`config.mk`:
```
export PLATFORM = sky130hd
export DESIGN_NAME = cspc_core
export DESIGN_NICKNAME = d
export VERILOG_FILES = /design/src/cspc_pkg.sv /design/src/cspc_core.sv
export SDC_FILE = /design/constraint.sdc
export NUM_CORES = 1
export LEC_CHECK = 0
export ABC_AREA = 1
export ABC_CLOCK_PERIOD_IN_PS = 3770
export BUFFER_PORTS_ARGS = -buffer_cell sky130_fd_sc_hd__buf_2
export CAP_MARGIN = 40
export CORE_AREA = 2 2 122 124
export CTS_BUF_LIST = sky130_fd_sc_hd__clkbuf_8
export DETAILED_ROUTE_END_ITERATION = 8
export DIE_AREA = 0 0 124 126
export PLACE_DENSITY_LB_ADDON = 0.12
export SYNTH_ARGS = -nofsm -noshare
export SYNTH_HDL_FRONTEND = slang
export SYNTH_SLANG_ARGS = --single-unit
```
`constraint.sdc`:
```
create_clock -name clock_in -period 3.77 [get_ports clock_in]
set_input_delay 0.1885 -clock clock_in [delete_from_list [all_inputs] [get_ports clock_in]]
set_output_delay 0.1885 -clock clock_in [all_outputs]
set_load 0.05 [all_outputs]
```
`src/cspc_pkg.sv`:
```
// constants, types and encodings for the processing state and privilege controller
//****************************************************************
// Operation
// - sync instruction waits for earlier completion
// - halt instructions enter stopped, no bus cycles
// - exception state lasts until handler starts
// - bus or address error in exception halts
// - stopped resumes only on trace, interrupt, reset
// - separate stack pointers chosen by privilege flag
// - access space code follows privilege flag
// - exception state forces supervisor everywhere
// - supervisor runs all, user runs some
// - halt and external reset instructions privileged
// - status privilege writers are privileged instructions
// - user level stack references use user pointer
// - save status before setting privilege flag
// - status writes and return flush pipeline
// - short frame return restores status, counter
// - error frame return restores full state
// - user privileged attempt raises privilege violation
//****************************************************************
package cspc_pkg;

   //****************************************************************
   // status word layout and reset values
   //****************************************************************
   localparam int          SW_WIDTH      = 16;           // status word width
   localparam int          SW_PRIV_BIT   = 13;           // privilege flag position
   localparam logic [15:0] SW_RESET      = 16'h2000;     // supervisor after reset
   localparam int          SP_WIDTH      = 32;           // stack pointer width
   localparam logic [31:0] SP_RESET      = 32'h00000000; // both pointers after reset

   //****************************************************************
   // access space codes
   //****************************************************************
   localparam logic [2:0]  ASC_USER_DATA = 3'h1;         // user data space
   localparam logic [2:0]  ASC_USER_PROG = 3'h2;         // user program space
   localparam logic [2:0]  ASC_SUP_DATA  = 3'h5;         // supervisor data space
   localparam logic [2:0]  ASC_SUP_PROG  = 3'h6;         // supervisor program space

   //****************************************************************
   // processing states, one-hot
   //****************************************************************
   typedef enum logic [3:0] {
      ST_NORMAL    = 4'h1,                               // executing instructions
      ST_STOPPED   = 4'h2,                               // normal variant, bus idle
      ST_EXCEPTION = 4'h4,                               // exception processing
      ST_HALTED    = 4'h8                                // catastrophic failure
   } cspc_state_t;

   // instruction classes offered by the sequencer
   typedef enum logic [2:0] {
      IK_OTHER     = 3'h0,                               // unprivileged, no side effect here
      IK_SYNC      = 3'h1,                               // pipeline_sync_instruction
      IK_HALT_WAIT = 3'h2,                               // stop or low_power_halt_instruction
      IK_EXT_RESET = 3'h3,                               // external reset instruction
      IK_SW_WRITE  = 3'h4,                               // move/and_immediate/xor_immediate/or_immediate_to_status
      IK_RETURN    = 3'h5,                               // return_from_exception_instruction
      IK_OTHER_PRV = 3'h6                                // any other privileged instruction
   } cspc_kind_t;

   // exception cause reported on entry
   typedef enum logic [2:0] {
      EC_NONE      = 3'h0,                               // no exception
      EC_PRIV      = 3'h1,                               // privilege violation
      EC_TRACE     = 3'h2,                               // trace
      EC_INTR      = 3'h3,                               // interrupt pin
      EC_SEQ       = 3'h4                                // other sequencer exception
   } cspc_cause_t;

   // instruction offered for issue
   typedef struct packed {
      logic             valid;                           // offer stands
      cspc_kind_t       kind;                            // class of instruction
      logic [15:0]      sw_value;                        // new status word for writes
   } cspc_instr_t;

   // return frame information
   typedef struct packed {
      logic             error_frame;                     // frame from bus or address error
      logic [15:0]      sw_saved;                        // status word popped from stack
   } cspc_frame_t;

endpackage : cspc_pkg

```
`src/cspc_core.sv`:
```
// processing state, privilege level, stack pointer select and access space control
module cspc_core (
   input  wire logic                 clock_in,           // core clock
   input  wire logic                 srst_in,            // synchronous reset, high
   input  wire cspc_pkg::cspc_instr_t instr_in,          // instruction offered by sequencer
   input  wire logic                 pipe_busy_in,       // earlier instructions still executing
   input  wire cspc_pkg::cspc_frame_t frame_in,          // return frame contents
   input  wire logic                 exc_req_in,         // sequencer exception request
   input  wire logic                 exc_trace_in,       // that request is a trace
   input  wire logic                 handler_start_in,   // first handler instruction starts
   input  wire logic                 addr_error_in,      // internal address error
   input  wire logic                 bus_error_in,       // bus error pin
   input  wire logic                 int_req_in,         // interrupt request pin
   input  wire logic                 cycle_req_in,       // sequencer wants a bus cycle
   input  wire logic                 cycle_prog_in,      // that cycle is a program fetch
   input  wire logic                 stack_ref_in,       // that cycle is a stack reference
   input  wire logic                 sp_wr_in,           // write active stack pointer
   input  wire logic [31:0]          sp_wdata_in,        // value for the write
   output logic [3:0]                state_out,          // one-hot processing state
   output logic [15:0]               status_word_out,    // current status word
   output logic                      supervisor_out,     // effective supervisor level
   output logic                      sp_user_sel_out,    // user pointer serves stack
   output logic [31:0]               sp_rdata_out,       // active stack pointer
   output logic                      bus_cycle_out,      // bus cycle issued
   output logic [2:0]                access_space_code_out, // space code of the cycle
   output logic                      issue_out,          // instruction issued pulse
   output logic                      priv_violation_out, // privilege violation pulse
   output logic [2:0]                exc_cause_out,      // cause of latest entry
   output logic                      save_status_out,    // push status pulse
   output logic [15:0]               saved_status_out,   // status word to push
   output logic                      flush_out,          // pipeline flush pulse
   output logic                      restore_pc_out,     // restore counter pulse
   output logic                      restore_full_out,   // restore full state pulse
   output logic                      ext_reset_out       // external reset instruction pulse
);
   import cspc_pkg::*;

   //****************************************************************
   // pin synchronisers: bit0 bus error, bit1 interrupt
   //****************************************************************
   logic [1:0]  sync1_reg;                               // first stage, read by stage two only
   logic [1:0]  sync2_reg;                               // second stage
   logic [1:0]  sync3_reg;                               // third stage
   logic [1:0]  filt_reg;                                // accepted level
   wire  [1:0]  filt_next = (sync2_reg & sync3_reg) | (filt_reg & (sync2_reg | sync3_reg));

   // a change counts only once stages two and three agree
   always_ff @(posedge clock_in) begin
      if (srst_in) begin
         sync1_reg <= 2'h0;
         sync2_reg <= 2'h0;
         sync3_reg <= 2'h0;
         filt_reg  <= 2'h0;
      end else begin
         sync1_reg <= {int_req_in, bus_error_in};
         sync2_reg <= sync1_reg;
         sync3_reg <= sync2_reg;
         filt_reg  <= filt_next;
      end
   end

   wire bus_err = filt_reg[0];                           // filtered bus error
   wire int_req = filt_reg[1];                           // filtered interrupt

   //****************************************************************
   // state and status registers
   //****************************************************************
   cspc_state_t state_reg;                               // processing state
   cspc_state_t state_next;                              // its next value
   logic [15:0] sw_reg;                                  // status word
   logic [15:0] sw_next;                                 // its next value
   logic        set_priv_reg;                            // privilege flag set is pending
   logic        ack_reg;                                  // issue or violation just given
   logic [31:0] ssp_reg;                                 // supervisor_stack_pointer
   logic [31:0] usp_reg;                                 // user_stack_pointer

   //****************************************************************
   // decode of the offered instruction
   //****************************************************************
   wire priv_flag   = sw_reg[SW_PRIV_BIT];
   wire in_normal   = (state_reg == ST_NORMAL);
   wire in_stopped  = (state_reg == ST_STOPPED);
   wire in_exc      = (state_reg == ST_EXCEPTION);
   wire in_halted   = (state_reg == ST_HALTED);
   // effective level: exception processing is always supervisor
   wire eff_super   = priv_flag | in_exc;
   wire kind_priv   = (instr_in.kind == IK_HALT_WAIT) |
                      (instr_in.kind == IK_EXT_RESET) |
                      (instr_in.kind == IK_SW_WRITE)  |
                      (instr_in.kind == IK_RETURN)    |
                      (instr_in.kind == IK_OTHER_PRV);
   wire offer       = instr_in.valid & in_normal & ~ack_reg;
   // sync waits until all earlier instructions have finished
   wire sync_wait   = (instr_in.kind == IK_SYNC) & pipe_busy_in;
   // user level may not run privileged work; supervisor runs all
   wire violate     = offer & kind_priv & ~priv_flag;
   wire seq_exc     = exc_req_in & in_normal;
   wire take_exc    = in_normal & (violate | seq_exc | int_req);
   wire do_issue    = offer & ~violate & ~sync_wait & ~seq_exc & ~int_req;
   wire is_halt     = do_issue & (instr_in.kind == IK_HALT_WAIT);
   wire is_swwr     = do_issue & (instr_in.kind == IK_SW_WRITE);
   wire is_ret      = do_issue & (instr_in.kind == IK_RETURN);
   wire is_xrst     = do_issue & (instr_in.kind == IK_EXT_RESET);
   // only trace or interrupt wake a stopped core; reset is srst_in itself
   wire wake        = in_stopped & ((exc_req_in & exc_trace_in) | int_req);
   wire fatal       = in_exc & (bus_err | addr_error_in);
   wire enter_exc   = take_exc | wake;

   // cause priority: violation, then sequencer, then interrupt
   wire [2:0] cause_next = violate                 ? EC_PRIV :
                           (exc_req_in & exc_trace_in) ? EC_TRACE :
                           exc_req_in              ? EC_SEQ :
                           EC_INTR;

   //****************************************************************
   // next state
   //****************************************************************
   always_comb begin
      state_next = state_reg;
      unique case (state_reg)
         ST_NORMAL: begin
            if (enter_exc) begin
               state_next = ST_EXCEPTION;
            end else if (is_halt) begin
               state_next = ST_STOPPED;
            end
         end
         ST_STOPPED: begin
            if (wake) begin
               state_next = ST_EXCEPTION;
            end
         end
         ST_EXCEPTION: begin
            // an error beats handler start in the same cycle
            if (fatal) begin
               state_next = ST_HALTED;
            end else if (handler_start_in & ~set_priv_reg) begin
               state_next = ST_NORMAL;
            end
         end
         ST_HALTED: begin
            state_next = ST_HALTED;
         end
         default: begin
            state_next = ST_HALTED;                      // illegal code halts the core
         end
      endcase
   end

   //****************************************************************
   // status word next value
   //****************************************************************
   always_comb begin
      sw_next = sw_reg;
      if (set_priv_reg) begin
         sw_next[SW_PRIV_BIT] = 1'b1;
      end else if (is_swwr) begin
         sw_next = instr_in.sw_value;
      end else if (is_ret) begin
         sw_next = frame_in.sw_saved;
      end
   end

   //****************************************************************
   // state, status word and handshake registers
   //****************************************************************
   always_ff @(posedge clock_in) begin
      if (srst_in) begin
         state_reg    <= ST_NORMAL;
         sw_reg       <= SW_RESET;
         set_priv_reg <= 1'b0;
         ack_reg      <= 1'b0;
      end else begin
         state_reg    <= state_next;
         sw_reg       <= sw_next;
         // the flag is set one edge after the copy is pushed
         set_priv_reg <= enter_exc;
         ack_reg      <= do_issue | violate;
      end
   end

   //****************************************************************
   // stack pointers
   //****************************************************************
   // user pointer whenever the effective level is user
   wire sp_user = ~eff_super;
   wire [31:0] sp_active = sp_user ? usp_reg : ssp_reg;

   // a write outside the halted state lands in the pointer that is active this cycle
   always_ff @(posedge clock_in) begin
      if (srst_in) begin
         ssp_reg <= SP_RESET;
         usp_reg <= SP_RESET;
      end else if (sp_wr_in & ~in_halted) begin
         if (sp_user) begin
            usp_reg <= sp_wdata_in;
         end else begin
            ssp_reg <= sp_wdata_in;
         end
      end
   end

   //****************************************************************
   // bus cycle and access space code
   //****************************************************************
   // stopped and halted cores leave the bus idle
   wire cyc_next = cycle_req_in & (in_normal | in_exc);
   wire [2:0] asc_next = eff_super ? (cycle_prog_in ? ASC_SUP_PROG : ASC_SUP_DATA) :
                                     (cycle_prog_in ? ASC_USER_PROG : ASC_USER_DATA);
   wire stack_unused = stack_ref_in;                     // stack cycles share the data space

   //****************************************************************
   // registered outputs
   //****************************************************************
   always_ff @(posedge clock_in) begin
      if (srst_in) begin
         bus_cycle_out         <= 1'b0;
         access_space_code_out <= ASC_SUP_DATA;
         issue_out             <= 1'b0;
         priv_violation_out    <= 1'b0;
         exc_cause_out         <= EC_NONE;
         save_status_out       <= 1'b0;
         saved_status_out      <= SW_RESET;
         flush_out             <= 1'b0;
         restore_pc_out        <= 1'b0;
         restore_full_out      <= 1'b0;
         ext_reset_out         <= 1'b0;
         sp_rdata_out          <= SP_RESET;
         sp_user_sel_out       <= 1'b0;
         supervisor_out        <= 1'b1;
      end else begin
         bus_cycle_out         <= cyc_next;
         access_space_code_out <= cyc_next ? asc_next : access_space_code_out;
         issue_out             <= do_issue;
         priv_violation_out    <= violate;
         exc_cause_out         <= enter_exc ? cause_next : exc_cause_out;
         // pushed copy is the word before the flag is forced
         save_status_out       <= enter_exc;
         saved_status_out      <= enter_exc ? sw_reg : saved_status_out;
         flush_out             <= is_swwr | is_ret;
         restore_pc_out        <= is_ret;
         restore_full_out      <= is_ret & frame_in.error_frame;
         ext_reset_out         <= is_xrst;
         sp_rdata_out          <= (sp_wr_in & ~in_halted) ? sp_wdata_in : sp_active;
         sp_user_sel_out       <= sp_user & ~stack_unused | sp_user & stack_unused;
         // level output has its own flop, so no inverter sits after a register
         supervisor_out        <= ~sp_user;
      end
   end

   // mirrors of state, registered through the state flops
   assign state_out       = state_reg;
   assign status_word_out = sw_reg;

   //****************************************************************
   // assertions
   //****************************************************************
   a_sync_waits: assert property (@(posedge clock_in) disable iff (srst_in)
      (instr_in.kind == IK_SYNC && pipe_busy_in) |=> !issue_out)
      else $error("sync issued while earlier work busy");
   a_stop_no_bus: assert property (@(posedge clock_in) disable iff (srst_in)
      $past(state_reg == ST_STOPPED) && (state_reg == ST_STOPPED) |-> !bus_cycle_out)
      else $error("bus cycle while stopped");
   a_exc_holds: assert property (@(posedge clock_in) disable iff (srst_in)
      (in_exc && !handler_start_in && !fatal) |=> (state_reg == ST_EXCEPTION))
      else $error("left exception without handler start");
   a_fatal_halt: assert property (@(posedge clock_in) disable iff (srst_in)
      (in_exc && addr_error_in) |=> (state_reg == ST_HALTED))
      else $error("address error in exception did not halt");
   a_wake_only: assert property (@(posedge clock_in) disable iff (srst_in)
      (in_stopped && !int_req && !(exc_req_in && exc_trace_in)) |=> (state_reg == ST_STOPPED))
      else $error("stopped core woke without cause");
   a_space_code: assert property (@(posedge clock_in) disable iff (srst_in)
      cyc_next |=> (access_space_code_out[2] == $past(eff_super)))
      else $error("space code level wrong");
   a_user_viol: assert property (@(posedge clock_in) disable iff (srst_in)
      (offer && kind_priv && !priv_flag) |=> priv_violation_out && !issue_out ##1 (state_reg == ST_EXCEPTION))
      else $error("privileged instruction at user level not trapped");
   a_save_first: assert property (@(posedge clock_in) disable iff (srst_in)
      save_status_out |-> (saved_status_out == $past(sw_reg)) ##1 sw_reg[SW_PRIV_BIT])
      else $error("status save order wrong");
   a_flush_ret: assert property (@(posedge clock_in) disable iff (srst_in)
      is_ret |=> flush_out && restore_pc_out && (restore_full_out == $past(frame_in.error_frame)))
      else $error("return did not flush or restore");
   a_halt_final: assert property (@(posedge clock_in) disable iff (srst_in)
      in_halted |=> in_halted && !bus_cycle_out ##1 !bus_cycle_out)
      else $error("halted core issued a cycle");
   a_exc_space: assert property (@(posedge clock_in) disable iff (srst_in)
      (in_exc && cycle_req_in) |=> access_space_code_out[2])
      else $error("exception cycle not supervisor");
   a_exc_stack: assert property (@(posedge clock_in) disable iff (srst_in)
      in_exc |=> !sp_user_sel_out)
      else $error("exception used user pointer");
   a_sup_issue: assert property (@(posedge clock_in) disable iff (srst_in)
      (offer && priv_flag && !sync_wait && !seq_exc && !int_req) |=> issue_out)
      else $error("supervisor instruction withheld");
   a_user_stack: assert property (@(posedge clock_in) disable iff (srst_in)
      (sp_wr_in && !eff_super && !in_halted) |=> (usp_reg == $past(sp_wdata_in)))
      else $error("user write missed user pointer");

endmodule : cspc_core

```
==> out/results.txt, run 1 <==
Fmax -> 409.8 MHz
Die Span Y -> 126 microns
worst hold path class -> in -> reg
Congestion Overflow GR -> 0
RSZ-0062 raised after global routing -> false
area grow syn2layout -> 20.98%
Skew-Pair Late Insertion Delay -> 450 ps
Setup Viol. Count Final -> 0
DR WL/cell -> 11.68 microns
Mapped Area -> 6304 sq um
R2R cell count -> 8
antenna viol nets, final -> 0
clock-pin slew on the worst setup and hold paths -> 80 ps
setup TNS -> 0 ps
MaxCap Viol Count -> 0
Die W -> 124 microns
RR Endpoint -> usp_reg[0]$_SDFFE_PP0P_
top post-synthesis cells by area -> dfxtp_1, inv_1, o21ai_1, nand2_1, a21oi_1
Slew headroom -> 50.94%
Mapped Nets -> 919
Max Clock Skew -> 8.551 ps
Seq/Total Area, Yosys -> 49.86%
Synth Warn # -> 0
FP Rows -> 44
Post-Route WL -> 13880 microns
DR pass1 iterations -> 4
nets -> 1073
crit share post-route -> 64.72%
CTS Sinks -> 157
Starting DRT DRC Count -> 219
global-route wire length before repair -> 23540 microns
H-tree Lvls -> 4
root buf cell -> clkbuf_8
syn avg cell area -> 7.531 sq um
CTS Buf Count -> 17
status -> complete, no violations
share of cells above drive strength 1 -> 23.73%
WP data arrival -> 2820 ps
vias in the first global route -> 5086
R2R setup slack -> 1330 ps
Final Hold Slack -> 18.46 ps
Setup crit start -> state_out[1]$_SDFFE_PP0P_
Worst Max-Slew Pin Slew -> 734.1 ps
Vias/cell -> 4.556
Die ar. -> 15620 sq um
register bit total from synthesis -> 157
Critical Path Sink -> usp_reg[0]$_SDFFE_PP0P_
Final HPWL DP -> 9267 microns
Non-Filler Instances -> 1188
critical path required time -> 4150 ps
Fillers -> 1472
final hold violations -> 0
critical-path maximum fanout -> 42
Distinct cells, synth -> 33
post-synth top area cell -> dfxtp_1
PwrDens -> 556.4 nW/um^2
worst slack, placed -> 1343 ps
Port Buffer Count -> 164
critical path startpoint category -> register
fin crit period -> 2440 ps
clock tree buffer depth -> 2
CTS tree -> built
Post-CTS Setup Inserts -> 0
Global Route Usage Sum -> 18.88%
Initial Util -> 44.04%
post-placement cell count -> 1149
io pins -> 166
Final Power -> 4.243 mW
critical register-to-register path startpoint -> state_out[1]$_SDFFE_PP0P_
largest net degree at the start of global routing -> 66
leakage power -> 4.045 nW
CTS resizes -> 0
Synth top area share -> 49.86%
vias -> 5413
core area -> 14310 sq um
max-slew violation count -> 0
Gate Count Post-Synth -> 837
initial antenna violation count -> 1
critical path class -> reg -> reg
post-route worst setup slack -> 1330 ps
Worst setup EP type -> register
maximum vdd drop -> 0.2568 mV
GP Congestion -> 0.7611
number of remaining DRC errors -> 0
-- placed cells by master (no fill, tap or decap), drive strengths merged --
cell / synthesis / routed
inv: 176 / 179
buf: 29 / 174
dfxtp: 157 / 157
o21ai: 152 / 152
nand2: 135 / 135
nor2: 60 / 60
a21oi: 55 / 55
o22ai: 32 / 32
clkbuf: 17 / 21
nand3: 8 / 8
dlygate4sd3: 0 / 7
clkinv: 0 / 5
nand4: 4 / 4
o211ai: 3 / 3
a31oi: 2 / 2
nor3: 2 / 2
diode: 0 / 1
a21o: 1 / 1
or2: 1 / 1
a211oi: 1 / 1
nand3b: 1 / 1
nor3b: 1 / 1
bufinv: 0 / 1
clkinvlp: 0 / 1
-- what timing repair did --
item	CTS	global route
endpoints found under the setup margin	0	0
hold endpoints to repair	7	0
hold buffers	7	0
-- kinds of logic after synthesis --
logic type / after synthesis / share of synthesized area (%)
compound gates: 246 / 20.54
flops: 157 / 49.86
simple gates: 212 / 15.28
buf+inv: 222 / 14.31
-- worst max-delay path: stages, from the launching register on --
cell	delay, ps
dfxtp_1	370
nor2_1	150
nand3_1	90
nand2_1	550
nor2_1	130
inv_2	560
buf_4	320
o21ai_1	70
a21oi_1	130
-- cell usage after synthesis, drive strengths merged --
cell,n
nand4,4
a21o,1
nor2,60
buf,29
a211oi,1
dfxtp,157
or2,1
o211ai,3
nand3b,1
o22ai,32
o21ai,152
clkbuf,17
inv,176
nand2,135
a31oi,2
nor3,2
a21oi,55
nor3b,1
nand3,8
-- layer usage --
layer	up-vias	global-route usage [%]	part of all wire (%)	routed length [microns]
li1	2941	-	-	-
met1	2313	24.30	46	6451
met2	141	29.83	44	6134
met3	18	6.884	8.1	1127
met4	0	5.155	1.2	163
met5	-	0	0	0
-- worst min path at each step --
stage / depth (start not counted) / endpoint / start / slack [ps]
detailed placement: 2 / sync2_reg[0]$_SDFF_PP0_ / sync1_reg[0]$_SDFF_PP0_ / 400
CTS: 3 / usp_reg[29]$_SDFFE_PP0P_ / sp_wdata_in[29] / 0.6
finish: 3 / usp_reg[7]$_SDFFE_PP0P_ / sp_wdata_in[7] / 20
global route: 3 / usp_reg[1]$_SDFFE_PP0P_ / sp_wdata_in[1] / 7
floorplan: 1 / ext_reset_out$_SDFF_PP0_ / instr_in[18] / 270
global placement: 2 / sync2_reg[0]$_SDFF_PP0_ / sync1_reg[0]$_SDFF_PP0_ / 390
-- metrics by stage --
stage / area (sq um) / util, %
global route: 7624 / 53.26
floorplan: 6304 / -
CTS: 7624 / 53.26
detailed placement: 7191 / 50.24
finish: 7626 / 53.28
global placement: 7191 / 50.24
-- power breakdown --
part           total (mW)  switching (mW)  internal [mW]
logic                1.17           0.868          0.305
registers            1.92          0.0779           1.84
clock network        1.15           0.573          0.575
-- final cells by class --
cell class	count	area, sq um	area share, %
clock buffer	21	289.0	3.790
tap	184	230.2	3.019
sequential	157	3143	41.21
antenna	1	2.502	0.03281
inverter	176	660.6	8.663
timing repair buffer	181	965.9	12.67
clock inverter	10	73.82	0.9680
multi-input combinational	458	2261	29.65
(Power assumes the default switching activity.)
==> inputs of run 2 (changes only) <==
--- a/config.mk
+++ b/config.mk
@@ -6,7 +6,7 @@
 export NUM_CORES = 1
 export LEC_CHECK = 0
 export ABC_AREA = 1
-export ABC_CLOCK_PERIOD_IN_PS = 3770
+export ABC_CLOCK_PERIOD_IN_PS = 2080
 export BUFFER_PORTS_ARGS = -buffer_cell sky130_fd_sc_hd__buf_2
 export CAP_MARGIN = 40
 export CORE_AREA = 2 2 122 124
==> constraint.sdc (replaced) <==
create_clock -name clock_in -period 2.08 [get_ports clock_in]
set_input_delay 0.104 -clock clock_in [delete_from_list [all_inputs] [get_ports clock_in]]
set_output_delay 0.104 -clock clock_in [all_outputs]
set_load 0.05 [all_outputs]
==> run 2 against run 1 <==
  * First-iteration DRC count rose by 17%
  * Sequential power rose by 82%
  * Sequential cell count did not move
  * Critical path type unchanged
  * Critical endpoint is now ext_reset_out$_SDFF_PP0_
  * Largest power group unchanged
  * Highest routed layer unchanged
==> out/results.txt, run 2 (synthesis gave the netlist of run 1 again) <==
number of remaining DRC errors -> 0
nets -> 1140
Die W -> 124 microns
Reg area -> 3143 sq um
io pins -> 166
root buf cell -> clkbuf_8
CP max-delay cell -> dlygate4sd3_1
Vias/cell -> 4.696
leakage power -> 4.366 nW
RSZ-0062 raised after global routing -> false
CTS tree -> built
share of cells above drive strength 1 -> 22.78%
Worst setup EP type -> register
maximum vdd drop -> 0.4910 mV
critical path required time -> 2470 ps
Fillers -> 1362
post-placement cell count -> 1151
Skew-Pair Late Insertion Delay -> 450 ps
core area -> 14310 sq um
vias -> 5894
global-route wire length before repair -> 25390 microns
critical path startpoint category -> register
clock tree buffer depth -> 2
fin crit period -> 1881 ps
area grow syn2layout -> 33.53%
Congestion Overflow GR -> 0
DR WL/cell -> 12.30 microns
R2R cell count -> 9
initial antenna violation count -> 0
Fmax -> 531.7 MHz
commonest non-fill, non-tap cell in the layout -> inv_1
CTS resizes -> 0
DR pass1 iterations -> 5
Final Hold Slack -> 50.72 ps
switching pwr -> 2.845 mW
sw frac -> 34.86%
crit-path cells -> inv_1, nor2_4, nand2_4, nor2_8, nand4_4, inv_2, nand2_1, nor3_1, dlygate4sd3_1
Post-CTS Setup Inserts -> 0
Die Span Y -> 126 microns
worst hold path class -> in -> reg
critical register-to-register path startpoint -> state_out[0]$_SDFFE_PP1P_
clock share of power -> 29.4%
Final Power -> 8.163 mW
Initial Util -> 44.04%
Post-Route WL -> 15440 microns
RR Endpoint -> ext_reset_out$_SDFF_PP0_
final hold violations -> 0
critical path class -> reg -> reg
vias in the first global route -> 5429
Global Route Usage Sum -> 20.42%
Int Power -> 5.317 mW
Final HPWL DP -> 9484 microns
Setup Viol. Count Final -> 0
Crit path max-delay family -> buffers and inverters
max-slew violation count -> 0
crit share post-route -> 90.41%
Starting DRT DRC Count -> 257
Worst Path Buf+Inv -> 3
H-tree Lvls -> 4
PwrDens -> 969.8 nW/um^2
hold depth -> 3
FP Rows -> 44
sequential fraction of design power -> 42.8%
area of the multi-input gates -> 2261 sq um
CTS Buf Count -> 17
Non-Filler Instances -> 1255
utilization after layout -> 58.80%
slowest stage delay, CP -> 570 ps
combinational share of power -> 27.8%
commonest non-fill, non-tap cells in the layout -> inv_1, buf_2, dfxtp_1
MaxCap Viol Count -> 0
largest net degree at the start of global routing -> 104
GP Congestion -> 0.7541
setup TNS -> 0 ps
R2R setup slack -> 200 ps
CTS Sinks -> 157
antenna viol nets, final -> 0
Port Buffer Count -> 164
critical-path maximum fanout -> 4
hold path start -> cycle_req_in
end of the worst hold path -> bus_cycle_out$_SDFF_PP0_
Max Clock Skew -> 10.44 ps
Worst Max-Slew Pin Slew -> 546.9 ps
status -> complete, no violations
Die ar. -> 15620 sq um
Slew headroom -> 63.41%
WP data arrival -> 2270 ps
diodes inserted -> 0
clock-pin slew on the worst setup and hold paths -> 80 ps
-- run 2: changes by cell type in the layout (fill, tap and decap cells not counted), moves of 2 or more --
cell           before  now
dlygate4sd3_1       7   72
buf_12              0    5
bufinv_16           1    3
buf_4              10    7
inv_1             171  168
-- run 2: through the flow --
stage | worst slack, ps | cell area, sq um
after floorplan | 166.9 | 6304
after global placement | 341.2 | 7268
after detailed placement | 260.7 | 7268
after CTS | 195.1 | 8417
after global routing | 69.47 | 8417
final | 199.4 | 8417
-- run 2: cell type report --
class | instances | area share [%]
Sequential cell | 157 | 37.34
Multi-Input combinational cell | 458 | 26.86
Timing Repair Buffer | 248 | 20.13
Inverter | 176 | 7.849
Clock buffer | 21 | 3.434
Tap cell | 184 | 2.735
Clock inverter | 11 | 1.650
-- run 2: how the worst max path moves through the flow --
| stage | start | endpoint | depth (start not counted) |
|---|---|---|---|
| global route | state_out[0]$_SDFFE_PP1P_ | status_word_out[1]$_SDFFE_PP0P_ | 10 |
| finish | state_out[0]$_SDFFE_PP1P_ | ext_reset_out$_SDFF_PP0_ | 9 |
| floorplan | state_out[0]$_SDFFE_PP1P_ | status_word_out[10]$_SDFFE_PP0P_ | 12 |
| global placement | state_out[0]$_SDFFE_PP1P_ | status_word_out[5]$_SDFFE_PP0P_ | 9 |
| CTS | state_out[0]$_SDFFE_PP1P_ | ext_reset_out$_SDFF_PP0_ | 9 |
| detailed placement | state_out[0]$_SDFFE_PP1P_ | status_word_out[9]$_SDFFE_PP0P_ | 9 |
-- run 2: timing repair --
item | 4_1_cts | 5_1_grt
endpoints found under the setup margin | 0 | 0
hold endpoints to repair | 103 | 0
hold buffers | 72 | 0
-- run 2: power groups by stage --
stage	logic (mW)	registers (mW)	clock network (mW)
final	2.27	3.49	2.40
after global routing	2.48	3.54	2.60
after CTS	2.28	3.50	2.48
after detailed placement	2.18	3.56	0
after global placement	2.17	3.55	0
after floorplan	0.893	4.31	0
-- run 2: worst register-to-register path: stages (launching register included) --
cell and delay [ps]:
dfxtp_1 350, inv_1 80, nor2_4 110, nand2_4 90, nor2_8 130, nand4_4 150
inv_2 140, nand2_1 80, nor3_1 130, dlygate4sd3_1 570
-- run 2: layer usage --
metal	up-vias	part of all wire (%)	global-route usage, %
li1	3067	-	-
met1	2637	45	25.46
met2	172	47	33.61
met3	18	7.0	6.024
met4	0	1.5	6.874
met5	-	0	0
==> inputs of run 3 (changes only) <==
--- a/config.mk
+++ b/config.mk
@@ -9,10 +9,10 @@
 export ABC_CLOCK_PERIOD_IN_PS = 2080
 export BUFFER_PORTS_ARGS = -buffer_cell sky130_fd_sc_hd__buf_2
 export CAP_MARGIN = 40
-export CORE_AREA = 2 2 122 124
+export CORE_AREA = 2 2 117 119
 export CTS_BUF_LIST = sky130_fd_sc_hd__clkbuf_8
 export DETAILED_ROUTE_END_ITERATION = 8
-export DIE_AREA = 0 0 124 126
+export DIE_AREA = 0 0 119 121
 export PLACE_DENSITY_LB_ADDON = 0.12
 export SYNTH_ARGS = -nofsm -noshare
 export SYNTH_HDL_FRONTEND = slang
==> run 3 against run 2 <==
  * First-iteration DRC count up 35%
  * Sequential cell count unchanged
  * Core utilization up 5.2 points
  * Global-route usage up 1.5 points
  * Final area down 0.56%
  * Hold slack worse by 4.0 ps
  * Critical endpoint unchanged
==> out/results.txt, run 3 (synthesis gave the netlist of run 1 again) <==
Die Span Y -> 121 microns
WP data arrival -> 2260 ps
Non-Filler Instances -> 1248
clock tree buffer depth -> 2
Post-Route WL -> 15500 microns
share of cells above drive strength 1 -> 22.67%
Reg area -> 3143 sq um
worst slack, placed -> 267.5 ps
nets -> 1141
critical-path maximum fanout -> 4
global-route wire length before repair -> 25420 microns
number of remaining DRC errors -> 0
Final HPWL DP -> 9627 microns
critical path startpoint category -> register
vias in the first global route -> 5463
PwrDens -> 946.0 nW/um^2
critical path class -> reg -> reg
post-route worst setup slack -> 204.7 ps
Max Clock Skew -> 11.08 ps
antenna viol nets, final -> 0
setup TNS -> 0 ps
io pins -> 166
Starting DRT DRC Count -> 348
Global Route Usage Sum -> 21.96%
GP Congestion -> 0.8090
Worst setup EP type -> register
commonest non-fill, non-tap cells in the layout -> inv_1, buf_2, dfxtp_1
DP Area -> 7293 sq um
initial antenna violation count -> 0
critical path required time -> 2460 ps
Die ar. -> 14400 sq um
vias -> 5830
status -> complete, no violations
DR pass1 iterations -> 5
Finished Cell Area -> 8369 sq um
CTS Buf Count -> 17
Slew headroom -> 62.66%
final hold violations -> 0
Port Buffer Count -> 164
post-placement cell count -> 1146
Setup Viol. Count Final -> 0
max-slew violation count -> 0
DR WL/cell -> 12.42 microns
Vias/cell -> 4.671
commonest non-fill, non-tap cell in the layout -> inv_1
area grow syn2layout -> 32.77%
core area -> 13090 sq um
CTS Sinks -> 157
utilization after layout -> 63.96%
H-tree Lvls -> 4
largest net degree at the start of global routing -> 45
maximum vdd drop -> 0.6744 mV
crit share post-route -> 90.16%
CTS tree -> built
Post-CTS Setup Inserts -> 0
MaxCap Viol Count -> 0
diodes inserted -> 0
Worst Max-Slew Pin Slew -> 558.1 ps
Initial Util -> 48.17%
root buf cell -> clkbuf_8
Die W -> 119 microns
leakage power -> 4.372 nW
area of the multi-input gates -> 2261 sq um
fin crit period -> 1875 ps
Fillers -> 1133
Congestion Overflow GR -> 0
worst hold path class -> in -> reg
Skew-Pair Late Insertion Delay -> 450 ps
Fmax -> 533.3 MHz
RSZ-0062 raised after global routing -> false
clock-pin slew on the worst setup and hold paths -> 70 ps
FP Rows -> 42
[run 3: cell types whose count changed in the layout (fill, tap and decap cells not counted), sizes merged]
cell,before,now
bufinv,3,1
clkinvlp,2,1
clkbuf,21,22
clkinv,6,4
dlygate4sd3,72,70
inv,176,180
buf,176,179
[run 3: area by class of cell]
class                      count  area share [%]
clock buffer                  22           3.618
inverter                     176           7.894
timing repair buffer         249           20.42
clock inverter                10          0.8671
multi-input combinational    458           27.01
tap                          176           2.631
sequential                   157           37.55
[run 3: worst paths after layout]
kind	startpoint	end	slack, ps	depth (start not counted)
worst max-delay path	state_out[0]$_SDFFE_PP1P_	ext_reset_out$_SDFF_PP0_	200	9
worst min-delay path	addr_error_in	state_out[0]$_SDFFE_PP1P_	50	4
worst min register to register	sync1_reg[0]$_SDFF_PP0_	sync2_reg[0]$_SDFF_PP0_	400	2
worst max register to register	state_out[0]$_SDFFE_PP1P_	ext_reset_out$_SDFF_PP0_	200	9
[run 3: report_power, final]
group	leakage [nW]	internal, mW	switching, mW
registers	1.29	3.34	0.149
logic	2.87	0.676	1.62
clock network	0.209	1.08	1.05
total	4.37	5.10	2.82
[run 3: per-stage QoR]
| stage | power [mW] | hold WS, ps |
|---|---|---|
| 2_1_floorplan | 5.207 | 182.0 |
| 6_report | 7.917 | 46.70 |
| 3_3_place_gp | 5.731 | 304.3 |
| 4_1_cts | 7.973 | 19.06 |
| 3_5_place_dp | 5.749 | 312.1 |
| 5_1_grt | 8.369 | 56.09 |
[run 3: worst max-delay path, cell delays in order (launching register included)]
cell	delay, ps
dfxtp_1	350
inv_1	80
nor2_4	110
nand2_4	90
nor2_8	120
nand4_4	150
inv_2	140
nand2_1	90
nor3_1	130
dlygate4sd3_1	560
[run 3: repair_timing]
action,4_1_cts,5_1_grt
hold buffers,70,0
endpoints found under the hold margin,73,0
gates resized for setup,0,0
[run 3: routing by layer]
| layer | part of all wire [%] | GRT usage, % | vias up | routed length, microns |
|---|---|---|---|---|
| li1 | - | - | 3072 | - |
| met1 | 46 | 27.42 | 2563 | 7063 |
| met2 | 47 | 35.63 | 173 | 7214 |
| met3 | 6.3 | 7.331 | 22 | 976 |
| met4 | 1.6 | 7.515 | 0 | 243 |
| met5 | 0 | 0 | - | 0 |
